--- src/common/decode_consts.svh ---
// Opcode values, field codes, flag bit positions and clock counts of the decoder.
// Assumes inclusion by bare name; holds definitions only.
`ifndef DECODE_CONSTS_SVH
`define DECODE_CONSTS_SVH

`define OPC_SMM_RESUME      8'haa
`define OPC_SEG_RESTORE     8'h79
`define OPC_LDT_RESTORE     8'h7b
`define OPC_TASK_RESTORE    8'h7d
`define OPC_AH_TO_FLAGS     8'h9e
`define OPC_SHIFT_ONE       7'h68
`define OPC_SHIFT_LOW_REG   7'h69
`define OPC_SHIFT_IMM       7'h60
`define OPC_SBB_MODRM       6'h06
`define OPC_SBB_ACC         7'h0e
`define OPC_GROUP_IMM       6'h20

`define EXT_ROTATE_LEFT     3'h0
`define EXT_ROTATE_RIGHT    3'h1
`define EXT_SBB             3'h3
`define EXT_SHIFT_LEFT      3'h4
`define EXT_SHIFT_RIGHT     3'h7
`define EXT_ZERO            3'h0
`define MOD_REGISTER        2'h3

`define FLAG_OF             8
`define FLAG_DF             7
`define FLAG_IF             6
`define FLAG_TF             5
`define FLAG_SF             4
`define FLAG_ZF             3
`define FLAG_AF             2
`define FLAG_PF             1
`define FLAG_CF             0
`define FLAGS_ALL           9'h1ff
`define FLAGS_NONE          9'h000

`define AH_BIT_SF           7
`define AH_BIT_ZF           6
`define AH_BIT_AF           4
`define AH_BIT_PF           2
`define AH_BIT_CF           0

`define CLK_SMM_RESUME      6'h28
`define CLK_RESTORE         6'h06
`define CLK_SINGLE          6'h01
`define CLK_MEMORY_ONE      6'h02

`endif

--- src/common/decode_pkg.sv ---
// Types shared by the decoder and its clock counter.
// Assumes decode_consts.svh supplies the numeric constants.
package decode_pkg;

    typedef logic [5:0] clk_count_t;

    typedef enum logic [3:0] {
        OP_NONE,
        OP_SMM_RESUME,
        OP_AH_TO_FLAGS,
        OP_SEGMENT_DESCRIPTOR_RESTORE,
        OP_TASK_REG_RESTORE,
        OP_LOCAL_TABLE_RESTORE,
        OP_ROTATE_LEFT,
        OP_ROTATE_RIGHT,
        OP_ARITH_SHIFT_LEFT,
        OP_ARITH_SHIFT_RIGHT,
        OP_SUBTRACT_BORROW
    } op_t;

    typedef enum logic [1:0] {
        CNT_NONE,
        CNT_ONE,
        CNT_LOW_BYTE_REG,
        CNT_IMM
    } count_src_t;

    typedef enum logic [1:0] {
        IMM_NONE,
        IMM_BYTE,
        IMM_FULL
    } imm_kind_t;

    typedef struct packed {
        op_t        op;
        logic       wide;
        logic       dir_to_reg;
        logic       has_modrm;
        count_src_t count_src;
        imm_kind_t  imm_kind;
        logic [2:0] sreg;
        logic [8:0] flags_mod;
        logic [8:0] flags_undef;
        logic [8:0] flags_value;
        logic       illegal;
    } dec_state_t;

    typedef struct packed {
        clk_count_t cnt;
    } cnt_state_t;

endpackage

--- src/hw/rotate_shift_sbb_decode.sv ---
// Decoder for rotate, arithmetic shift, subtract with borrow, flag load and restore forms.
// Assumes opcode and ModR/M bytes arrive from same-clock fetch logic with inst_valid_i.
`timescale 1ns/1ns
`include "decode_consts.svh"
module rotate_shift_sbb_decode (
    input  wire logic                    clk_i,
    input  wire logic                    rst_n_i,
    input  wire logic                    inst_valid_i,
    input  wire logic                    prefix_0f_i,
    input  wire logic [7:0]              opcode_i,
    input  wire logic [7:0]              modrm_i,
    input  wire logic [7:0]              accumulator_high_byte_i,
    output logic                         ready_o,
    output logic                         busy_o,
    output logic                         done_o,
    output decode_pkg::op_t              op_o,
    output logic                         wide_o,
    output logic                         dir_to_reg_o,
    output logic                         has_modrm_o,
    output decode_pkg::count_src_t       count_src_o,
    output decode_pkg::imm_kind_t        imm_kind_o,
    output logic [2:0]                   sreg_o,
    output logic [8:0]                   flags_mod_o,
    output logic [8:0]                   flags_undef_o,
    output logic [8:0]                   flags_value_o,
    output logic                         illegal_o
);

    decode_pkg::dec_state_t st_r;
    decode_pkg::dec_state_t st_nxt;
    decode_pkg::clk_count_t cyc;
    logic                   acc;
    logic                   last;
    logic [2:0]             ext;
    logic                   is_reg;
    logic                   by_one;
    logic                   is_rotate;

    assign acc    = inst_valid_i && ready_o;
    assign ext    = modrm_i[5:3];
    assign is_reg = (modrm_i[7:6] == `MOD_REGISTER);
    assign by_one = (opcode_i[7:1] == `OPC_SHIFT_ONE);

    always_comb
    begin
        st_nxt    = st_r;
        cyc       = `CLK_SINGLE;
        is_rotate = (ext == `EXT_ROTATE_LEFT) || (ext == `EXT_ROTATE_RIGHT);
        if (acc)
        begin
            st_nxt      = '0;
            st_nxt.wide = opcode_i[0];
            if (prefix_0f_i)
            begin
                st_nxt.wide = 1'b1;
                if (opcode_i == `OPC_SMM_RESUME)
                begin
                    st_nxt.op        = decode_pkg::OP_SMM_RESUME;
                    st_nxt.flags_mod = `FLAGS_ALL;
                    cyc              = `CLK_SMM_RESUME;
                end
                else if (opcode_i == `OPC_SEG_RESTORE)
                begin
                    st_nxt.op        = decode_pkg::OP_SEGMENT_DESCRIPTOR_RESTORE;
                    st_nxt.has_modrm = 1'b1;
                    st_nxt.sreg      = ext;
                    cyc              = `CLK_RESTORE;
                end
                else if ((opcode_i == `OPC_TASK_RESTORE) && (ext == `EXT_ZERO))
                begin
                    st_nxt.op        = decode_pkg::OP_TASK_REG_RESTORE;
                    st_nxt.has_modrm = 1'b1;
                    cyc              = `CLK_RESTORE;
                end
                else if ((opcode_i == `OPC_LDT_RESTORE) && (ext == `EXT_ZERO))
                begin
                    st_nxt.op        = decode_pkg::OP_LOCAL_TABLE_RESTORE;
                    st_nxt.has_modrm = 1'b1;
                    cyc              = `CLK_RESTORE;
                end
                else
                begin
                    st_nxt.illegal = 1'b1;
                end
            end
            else if (opcode_i == `OPC_AH_TO_FLAGS)
            begin
                st_nxt.op        = decode_pkg::OP_AH_TO_FLAGS;
                st_nxt.wide      = 1'b0;
                st_nxt.flags_mod = 9'h01f;
                st_nxt.flags_value[`FLAG_SF] = accumulator_high_byte_i[`AH_BIT_SF];
                st_nxt.flags_value[`FLAG_ZF] = accumulator_high_byte_i[`AH_BIT_ZF];
                st_nxt.flags_value[`FLAG_AF] = accumulator_high_byte_i[`AH_BIT_AF];
                st_nxt.flags_value[`FLAG_PF] = accumulator_high_byte_i[`AH_BIT_PF];
                st_nxt.flags_value[`FLAG_CF] = accumulator_high_byte_i[`AH_BIT_CF];
            end
            else if (by_one || (opcode_i[7:1] == `OPC_SHIFT_LOW_REG)
                     || (opcode_i[7:1] == `OPC_SHIFT_IMM))
            begin
                st_nxt.has_modrm = 1'b1;
                if (by_one)
                begin
                    st_nxt.count_src = decode_pkg::CNT_ONE;
                    cyc = is_reg ? `CLK_SINGLE : `CLK_MEMORY_ONE;
                end
                else if (opcode_i[7:1] == `OPC_SHIFT_LOW_REG)
                begin
                    st_nxt.count_src = decode_pkg::CNT_LOW_BYTE_REG;
                end
                else
                begin
                    st_nxt.count_src = decode_pkg::CNT_IMM;
                    st_nxt.imm_kind  = decode_pkg::IMM_BYTE;
                end
                if (ext == `EXT_ROTATE_LEFT)
                begin
                    st_nxt.op = decode_pkg::OP_ROTATE_LEFT;
                end
                else if (ext == `EXT_ROTATE_RIGHT)
                begin
                    st_nxt.op = decode_pkg::OP_ROTATE_RIGHT;
                end
                else if (ext == `EXT_SHIFT_LEFT)
                begin
                    st_nxt.op = decode_pkg::OP_ARITH_SHIFT_LEFT;
                end
                else if (ext == `EXT_SHIFT_RIGHT)
                begin
                    st_nxt.op = decode_pkg::OP_ARITH_SHIFT_RIGHT;
                end
                else
                begin
                    st_nxt.illegal = 1'b1;
                end
                if (st_nxt.illegal)
                begin
                    // Unknown forms always take one clock, even with a memory operand.
                    st_nxt.flags_mod = `FLAGS_NONE;
                    cyc              = `CLK_SINGLE;
                end
                else if (is_rotate)
                begin
                    st_nxt.flags_mod[`FLAG_CF] = 1'b1;
                    st_nxt.flags_mod[`FLAG_OF] = by_one;
                    st_nxt.flags_undef[`FLAG_OF] = !by_one;
                end
                else
                begin
                    st_nxt.flags_mod = 9'h01b;
                    st_nxt.flags_mod[`FLAG_AF] = 1'b0;
                    st_nxt.flags_mod[`FLAG_OF] = by_one;
                    st_nxt.flags_undef[`FLAG_AF] = 1'b1;
                    st_nxt.flags_undef[`FLAG_OF] = !by_one;
                end
            end
            else if (opcode_i[7:2] == `OPC_SBB_MODRM)
            begin
                st_nxt.op         = decode_pkg::OP_SUBTRACT_BORROW;
                st_nxt.has_modrm  = 1'b1;
                st_nxt.dir_to_reg = opcode_i[1];
                st_nxt.flags_mod  = 9'h11f;
            end
            else if (opcode_i[7:1] == `OPC_SBB_ACC)
            begin
                st_nxt.op        = decode_pkg::OP_SUBTRACT_BORROW;
                st_nxt.imm_kind  = opcode_i[0] ? decode_pkg::IMM_FULL : decode_pkg::IMM_BYTE;
                st_nxt.flags_mod = 9'h11f;
            end
            else if ((opcode_i[7:2] == `OPC_GROUP_IMM) && (ext == `EXT_SBB))
            begin
                st_nxt.op        = decode_pkg::OP_SUBTRACT_BORROW;
                st_nxt.has_modrm = 1'b1;
                st_nxt.imm_kind  = (!opcode_i[0] || opcode_i[1]) ? decode_pkg::IMM_BYTE
                                                                 : decode_pkg::IMM_FULL;
                st_nxt.flags_mod = 9'h11f;
            end
            else
            begin
                st_nxt.illegal = 1'b1;
            end
        end
    end

    always_ff @(posedge clk_i or negedge rst_n_i)
    begin
        if (!rst_n_i)
        begin
            st_r <= '0;
        end
        else
        begin
            st_r <= st_nxt;
        end
    end

    clock_counter u_clock_counter (
        .clk_i   (clk_i),
        .rst_n_i (rst_n_i),
        .load_i  (acc),
        .count_i (cyc),
        .busy_o  (busy_o),
        .last_o  (last)
    );

    // A new instruction may be taken in the last cycle of the current one.
    assign ready_o       = !busy_o || last;
    assign done_o        = last;
    assign op_o          = st_r.op;
    assign wide_o        = st_r.wide;
    assign dir_to_reg_o  = st_r.dir_to_reg;
    assign has_modrm_o   = st_r.has_modrm;
    assign count_src_o   = st_r.count_src;
    assign imm_kind_o    = st_r.imm_kind;
    assign sreg_o        = st_r.sreg;
    assign flags_mod_o   = st_r.flags_mod;
    assign flags_undef_o = st_r.flags_undef;
    assign flags_value_o = st_r.flags_value;
    assign illegal_o     = st_r.illegal;

    AST_SMM_RESUME_40: assert property (@(posedge clk_i) disable iff (!rst_n_i)
        acc && prefix_0f_i && opcode_i == `OPC_SMM_RESUME
        |=> flags_mod_o == `FLAGS_ALL && !done_o ##38 !done_o ##1 done_o)
        else $error("Resume did not finish after forty clocks.");

    AST_AH_TO_FLAGS: assert property (@(posedge clk_i) disable iff (!rst_n_i)
        acc && !prefix_0f_i && opcode_i == `OPC_AH_TO_FLAGS
        |=> done_o && flags_mod_o == 9'h01f
            && flags_value_o[`FLAG_CF] == $past(accumulator_high_byte_i[`AH_BIT_CF]))
        else $error("High byte flag load wrong or slow.");

    AST_SEG_RESTORE: assert property (@(posedge clk_i) disable iff (!rst_n_i)
        acc && prefix_0f_i && opcode_i == `OPC_SEG_RESTORE
        |=> sreg_o == $past(modrm_i[5:3]) && flags_mod_o == `FLAGS_NONE ##5 done_o)
        else $error("Segment restore wrong register or timing.");

    AST_TABLE_RESTORE: assert property (@(posedge clk_i) disable iff (!rst_n_i)
        acc && prefix_0f_i && modrm_i[5:3] == `EXT_ZERO
            && (opcode_i == `OPC_TASK_RESTORE || opcode_i == `OPC_LDT_RESTORE)
        |=> (!illegal_o && !done_o)[*5] ##1 done_o)
        else $error("Task or table restore did not take six clocks.");

    AST_ROTATE_LEFT_REG: assert property (@(posedge clk_i) disable iff (!rst_n_i)
        acc && !prefix_0f_i && opcode_i[7:1] == `OPC_SHIFT_LOW_REG
            && modrm_i[5:3] == `EXT_ROTATE_LEFT
        |=> done_o && flags_mod_o == 9'h001 && flags_undef_o == 9'h100)
        else $error("Rotate left by count register flags wrong.");

    AST_ROTATE_RIGHT_MEM: assert property (@(posedge clk_i) disable iff (!rst_n_i)
        acc && !prefix_0f_i && by_one && modrm_i[5:3] == `EXT_ROTATE_RIGHT && !is_reg
        |=> !done_o && flags_mod_o == 9'h101 ##1 done_o)
        else $error("Rotate right by one in memory not two clocks.");

    AST_ROTATE_RIGHT_REG: assert property (@(posedge clk_i) disable iff (!rst_n_i)
        acc && !prefix_0f_i && opcode_i[7:1] == `OPC_SHIFT_LOW_REG
            && modrm_i[5:3] == `EXT_ROTATE_RIGHT
        |=> done_o && op_o == decode_pkg::OP_ROTATE_RIGHT)
        else $error("Rotate right by count register not one clock.");

    AST_IMM_COUNT: assert property (@(posedge clk_i) disable iff (!rst_n_i)
        acc && !prefix_0f_i && opcode_i[7:1] == `OPC_SHIFT_IMM
        |=> imm_kind_o == decode_pkg::IMM_BYTE && count_src_o == decode_pkg::CNT_IMM)
        else $error("Immediate count form lacks its count byte.");

    AST_SHIFT_LEFT_ONE: assert property (@(posedge clk_i) disable iff (!rst_n_i)
        acc && !prefix_0f_i && by_one && modrm_i[5:3] == `EXT_SHIFT_LEFT
        |=> flags_mod_o == 9'h11b && flags_undef_o == 9'h004)
        else $error("Shift left by one flags wrong.");

    AST_SHIFT_RIGHT_ONE: assert property (@(posedge clk_i) disable iff (!rst_n_i)
        acc && !prefix_0f_i && by_one && modrm_i[5:3] == `EXT_SHIFT_RIGHT && is_reg
        |=> done_o && flags_mod_o == 9'h11b)
        else $error("Shift right by one on register wrong.");

    AST_SHIFT_RIGHT_REG: assert property (@(posedge clk_i) disable iff (!rst_n_i)
        acc && !prefix_0f_i && opcode_i[7:1] == `OPC_SHIFT_LOW_REG
            && modrm_i[5:3] == `EXT_SHIFT_RIGHT
        |=> done_o && flags_undef_o == 9'h104 && flags_mod_o[`FLAG_CF])
        else $error("Shift right by count register flags wrong.");

    AST_SBB_IMM: assert property (@(posedge clk_i) disable iff (!rst_n_i)
        acc && !prefix_0f_i && opcode_i[7:2] == `OPC_GROUP_IMM && modrm_i[5:3] == `EXT_SBB
        |=> op_o == decode_pkg::OP_SUBTRACT_BORROW && flags_mod_o == 9'h11f && has_modrm_o)
        else $error("Immediate borrow subtract decode wrong.");

    AST_SBB_REG_REG: assert property (@(posedge clk_i) disable iff (!rst_n_i)
        acc && !prefix_0f_i && opcode_i[7:2] == `OPC_SBB_MODRM && is_reg
        |=> done_o && dir_to_reg_o == $past(opcode_i[1]))
        else $error("Register borrow subtract direction or timing wrong.");

    AST_SBB_ACC: assert property (@(posedge clk_i) disable iff (!rst_n_i)
        acc && !prefix_0f_i && opcode_i[7:1] == `OPC_SBB_ACC
        |=> !has_modrm_o && imm_kind_o != decode_pkg::IMM_NONE)
        else $error("Accumulator borrow subtract form wrong.");

    AST_WIDTH_BIT: assert property (@(posedge clk_i) disable iff (!rst_n_i)
        acc && !prefix_0f_i && opcode_i[7:2] == `OPC_SBB_MODRM
        |=> wide_o == $past(opcode_i[0]))
        else $error("Operand width does not follow w bit.");

endmodule

--- src/hw/clock_counter.sv ---
// Down counter that holds an instruction busy for its clock count.
// Assumes load_i is only raised when the previous count is in its last cycle or idle.
`timescale 1ns/1ns
module clock_counter (
    input  wire logic                   clk_i,
    input  wire logic                   rst_n_i,
    input  wire logic                   load_i,
    input  wire decode_pkg::clk_count_t count_i,
    output logic                        busy_o,
    output logic                        last_o
);

    decode_pkg::cnt_state_t st_r;
    decode_pkg::cnt_state_t st_nxt;

    always_comb
    begin
        st_nxt = st_r;
        if (load_i)
        begin
            st_nxt.cnt = count_i;
        end
        else if (st_r.cnt != '0)
        begin
            st_nxt.cnt = st_r.cnt - 6'h01;
        end
    end

    always_ff @(posedge clk_i or negedge rst_n_i)
    begin
        if (!rst_n_i)
        begin
            st_r <= '0;
        end
        else
        begin
            st_r <= st_nxt;
        end
    end

    assign busy_o = (st_r.cnt != '0);
    assign last_o = (st_r.cnt == 6'h01);

endmodule

--- config.mk ---
export PLATFORM = sky130hd
export DESIGN_NAME = rotate_shift_sbb_decode
export DESIGN_NICKNAME = d
export VERILOG_FILES = /design/src/common/decode_pkg.sv /design/src/hw/rotate_shift_sbb_decode.sv /design/src/hw/clock_counter.sv
export VERILOG_INCLUDE_DIRS = /design/src /design/src/common
export SDC_FILE = /design/constraint.sdc
export NUM_CORES = 1
export LEC_CHECK = 0
export ABC_AREA = 1
export ABC_CLOCK_PERIOD_IN_PS = 1900
export BUFFER_PORTS_ARGS = -buffer_cell sky130_fd_sc_hd__buf_2
export CORE_ASPECT_RATIO = 1.4
export CORE_UTILIZATION = 45
export CTS_CLUSTER_SIZE = 28
export DETAILED_ROUTE_END_ITERATION = 10
export GPL_ROUTABILITY_DRIVEN = 0
export PLACE_DENSITY = 0.73
export SYNTH_ARGS = -nofsm -noshare
export SYNTH_HDL_FRONTEND = slang
export SYNTH_SLANG_ARGS = --single-unit
--- constraint.sdc ---
create_clock -name clk_i -period 1.9 [get_ports clk_i]
set_input_delay 0.38 -clock clk_i [delete_from_list [all_inputs] [get_ports clk_i]]
set_output_delay 0.38 -clock clk_i [all_outputs]
set_load 0.01 [all_outputs]
==> results.tsv <==
stage	metric	value	unit
drt	drt_iter0_markers	48	
clock_tree	cts.path.max_buffers	2	
logic_synthesis	ys_types	29	
sta	tightestPinTransition	0.7156	ns
clock_tree	clock_insertion_delay_worst_skew	0.29	ns
grt	grt_start_max_net_pins	34	
grt	grt_use_met2	35.80	%
cells_and_area	syn2layout_area_growth	17.02	%
clock_tree	postCtsHoldBufs	0	
clock_tree	clkSlewWorstSetupHoldPaths	0.07	ns
job	drv_cap	0	
worst_setup_path	r2r-end	flags_mod_o[8]	
run_status	status	completed	
die	rows	28	
logic_synthesis	yosysMostFrequentCell	nand2_1	
sta	finalSetupTns	0	ns
worst_setup_path	path_max_fanout	5	
worst_setup_path	reg2regPathDepth	8	
pwr	clkPwrFrac	22.3	%
die	die_x	58.95	um
logic_synthesis	synth-seq-area-share	40.42	%
sta	setup_viol	0	
sta	period_minus_slack	1.803	ns
clock_tree	cts_tree	built	
logic_synthesis	ys_warn_count	0	
min_path	hold_class	in2async	
sta	clock.fmax	0.5546	GHz
sta	rsz0062_at_grt	false	
pwr	power.total	2347	uW
grt	grt_busiest_layer	met2	
drt	drc	0	
sta	drv_slew	0	
worst_setup_path	endpoint_kind	primary output	
drt	firstDrtPassIters	4	
drt	num_vias	1895	
drt	vias_per_cell	4.773	
drt	drt_wl_total	4572	um
sta	final-hold-violation-count	0	
logic_synthesis	synthArstFlopShare	100.0	%
die	core-area	4274	um2
clock_tree	cts_buffers	5	
pwr	p_int	1433	uW
pwr	ir_drop	0.4148	mV
clock_tree	cts_setup_buffers	0	
cells_and_area	drive_gt1_share	23.15	%
pwr	p_per_area	981.6	nW/um2
logic_synthesis	synthFlopType	dfrtp_1	
die	start_util	47.80	%
clock_tree	cts_root_buffer	clkbuf_8	
worst_setup_path	critPathArrivalTime	1.42	ns
worst_setup_path	crit_required	1.52	ns
worst_setup_path	regToRegSetupSlack	0.19	ns
logic_synthesis	avgSynthCellArea	7.271	um2
grt	grt_pass1_vias	1735	
logic_synthesis	synthCells	281	
pwr	swShare	38.95	%
logic_synthesis	syn_area	2043	um2
clock_tree	h-tree-depth	2	
grt	gr-total-overflow	0	
worst_setup_path	reg2reg_from	u_clock_counter.st_r[0]	
clock_tree	cts_sinks	33	
cells_and_area	fill_cells	442	
pwr	p_switching	914.2	uW
sta	relSlewSlack	52.30	%
pwr	combPwrFrac	37.4	%
pwr	power.leakage	0.001472	uW
grt	use_met1	23.53	%
place	dp_slack	0.2091	ns
place	hpwl	3585	um
logic_synthesis	synth_area_leaders	dfrtp_1 (40%), nand2_1 (18%), nand3_1 (7.8%)	
logic_synthesis	synth_area_leader_cell	dfrtp_1	
die	io_pins	73	
worst_setup_path	worstSetupPathType	reg2out	
clock_tree	cts_resized	0	
die	fp.dieArea	4818	um2
grt	use_met3	4.409	%
logic_synthesis	synth_top_area_share	40.42	%
cells_and_area	nets	367	
logic_synthesis	synthTopCellsByCount	nand2_1 (100), dfrtp_1 (33), nand3_1 (32)	
drt	wl_per_cell	11.52	um
drt	ant_nets	0	
cells_and_area	utilization	55.94	%
sta	setup_ws	0.09677	ns
cells_and_area	insertedDiodeCount	0	
grt	gr-usage-all-layers	20.45	%
sta	fin_skew	0.004608	ns
logic_synthesis	ys_ff_latch	33	
logic_synthesis	synth_edf_count	0	
pwr	seqPwrFrac	40.3	%
worst_setup_path	start_kind	register	
place	io_buffers	55	
grt	grt_pass1_wl	7431	um
die	die_h	81.73	um
sta	fin_crit_sh	94.91	%
grt	antenna_found_initial	0	
## cell usage in the layout (no fill, tap or decap), types with 2 or more instances in the layout
master and n:
nor2_1 21, xor2_1 2, nand4_1 2, inv_1 29, o21ai_0 3, nand2_1 100, clkinv_2 2, nor2_8 2
dfrtp_1 33, nand3_1 32, nor2_4 2, ha_1 3, clkbuf_8 5, nor2_2 2, nand3_2 2, o211ai_1 2
inv_2 3, buf_2 55, conb_1 11, a21oi_1 5, nor3_1 3, o21ai_1 9
## how the worst max path moves through the flow
stage                                        from              to  slack [ns]  depth (start not counted)
after floorplan           u_clock_counter.st_r[0]         op_o[1]        0.36                          8
after global placement    u_clock_counter.st_r[0]  flags_mod_o[8]        0.25                          8
after detailed placement  u_clock_counter.st_r[0]  flags_mod_o[0]        0.21                          9
after CTS                 u_clock_counter.st_r[0]         ready_o        0.09                          5
after global routing      u_clock_counter.st_r[1]  flags_mod_o[8]       0.004                          8
final                     u_clock_counter.st_r[0]         ready_o         0.1                          5
## critical path, stage by stage, from the launching register on
cell     delay (ns)
dfrtp_1        0.39
inv_1          0.13
ha_1           0.20
nand3_2        0.15
nand2_4        0.12
buf_2          0.13
## routing by layer
metal | wire length, um | vias up | part of all wire (%)
li1 | - | 967 | -
met1 | 1938 | 866 | 42
met2 | 2349 | 53 | 51
met3 | 176 | 9 | 3.8
met4 | 108 | 0 | 2.4
met5 | 0 | - | 0
## power groups by stage
stage	combinational (uW)	clock (uW)	sequential [uW]
CTS	887	525	944
finish	878	523	946
global route	989	556	962
global placement	858	0	953
floorplan	635	0	980
detailed placement	882	0	956
## area by class of cell
cell class / count / area [um2] / share of cell area (%)
multi-input combinational: 207 / 997.2 / 41.71
sequential: 33 / 825.8 / 34.54
timing repair buffer: 56 / 282.8 / 11.83
inverter: 33 / 123.9 / 5.181
tap: 60 / 75.07 / 3.140
clock buffer: 5 / 68.82 / 2.878
clock inverter: 3 / 17.52 / 0.7326
## cells by family after synthesis
logic type	after synthesis	share of synthesized area (%)
other cells	1	0.1835
buf+inv	51	12.61
simple gates	168	37.60
xor+xnor	3	1.286
fa+ha+maj	3	1.837
compound gates	22	6.062
flops	33	40.42
## sequential cells by signal, summed over array words and instances (netlist names), 2 cells and up
| name | count |
|---|---|
| count_src_o | 2 |
| flags_mod_o | 5 |
| flags_undef_o | 2 |
| flags_value_o | 5 |
| imm_kind_o | 2 |
| op_o | 4 |
| sreg_o | 3 |
| u_clock_counter.st_r | 6 |
## stage by stage
| stage | hold WS [ns] | std cells | instance area, um2 |
|---|---|---|---|
| after floorplan | 0.08441 | 291 | 2081 |
| after global placement | 0.4592 | 389 | 2305 |
| after detailed placement | 0.4616 | 389 | 2305 |
| after CTS | 0.1643 | 397 | 2391 |
| after global routing | 0.2142 | 397 | 2391 |
| final | 0.1364 | 397 | 2391 |
No activity file was read; power rests on OpenSTA's default activity.
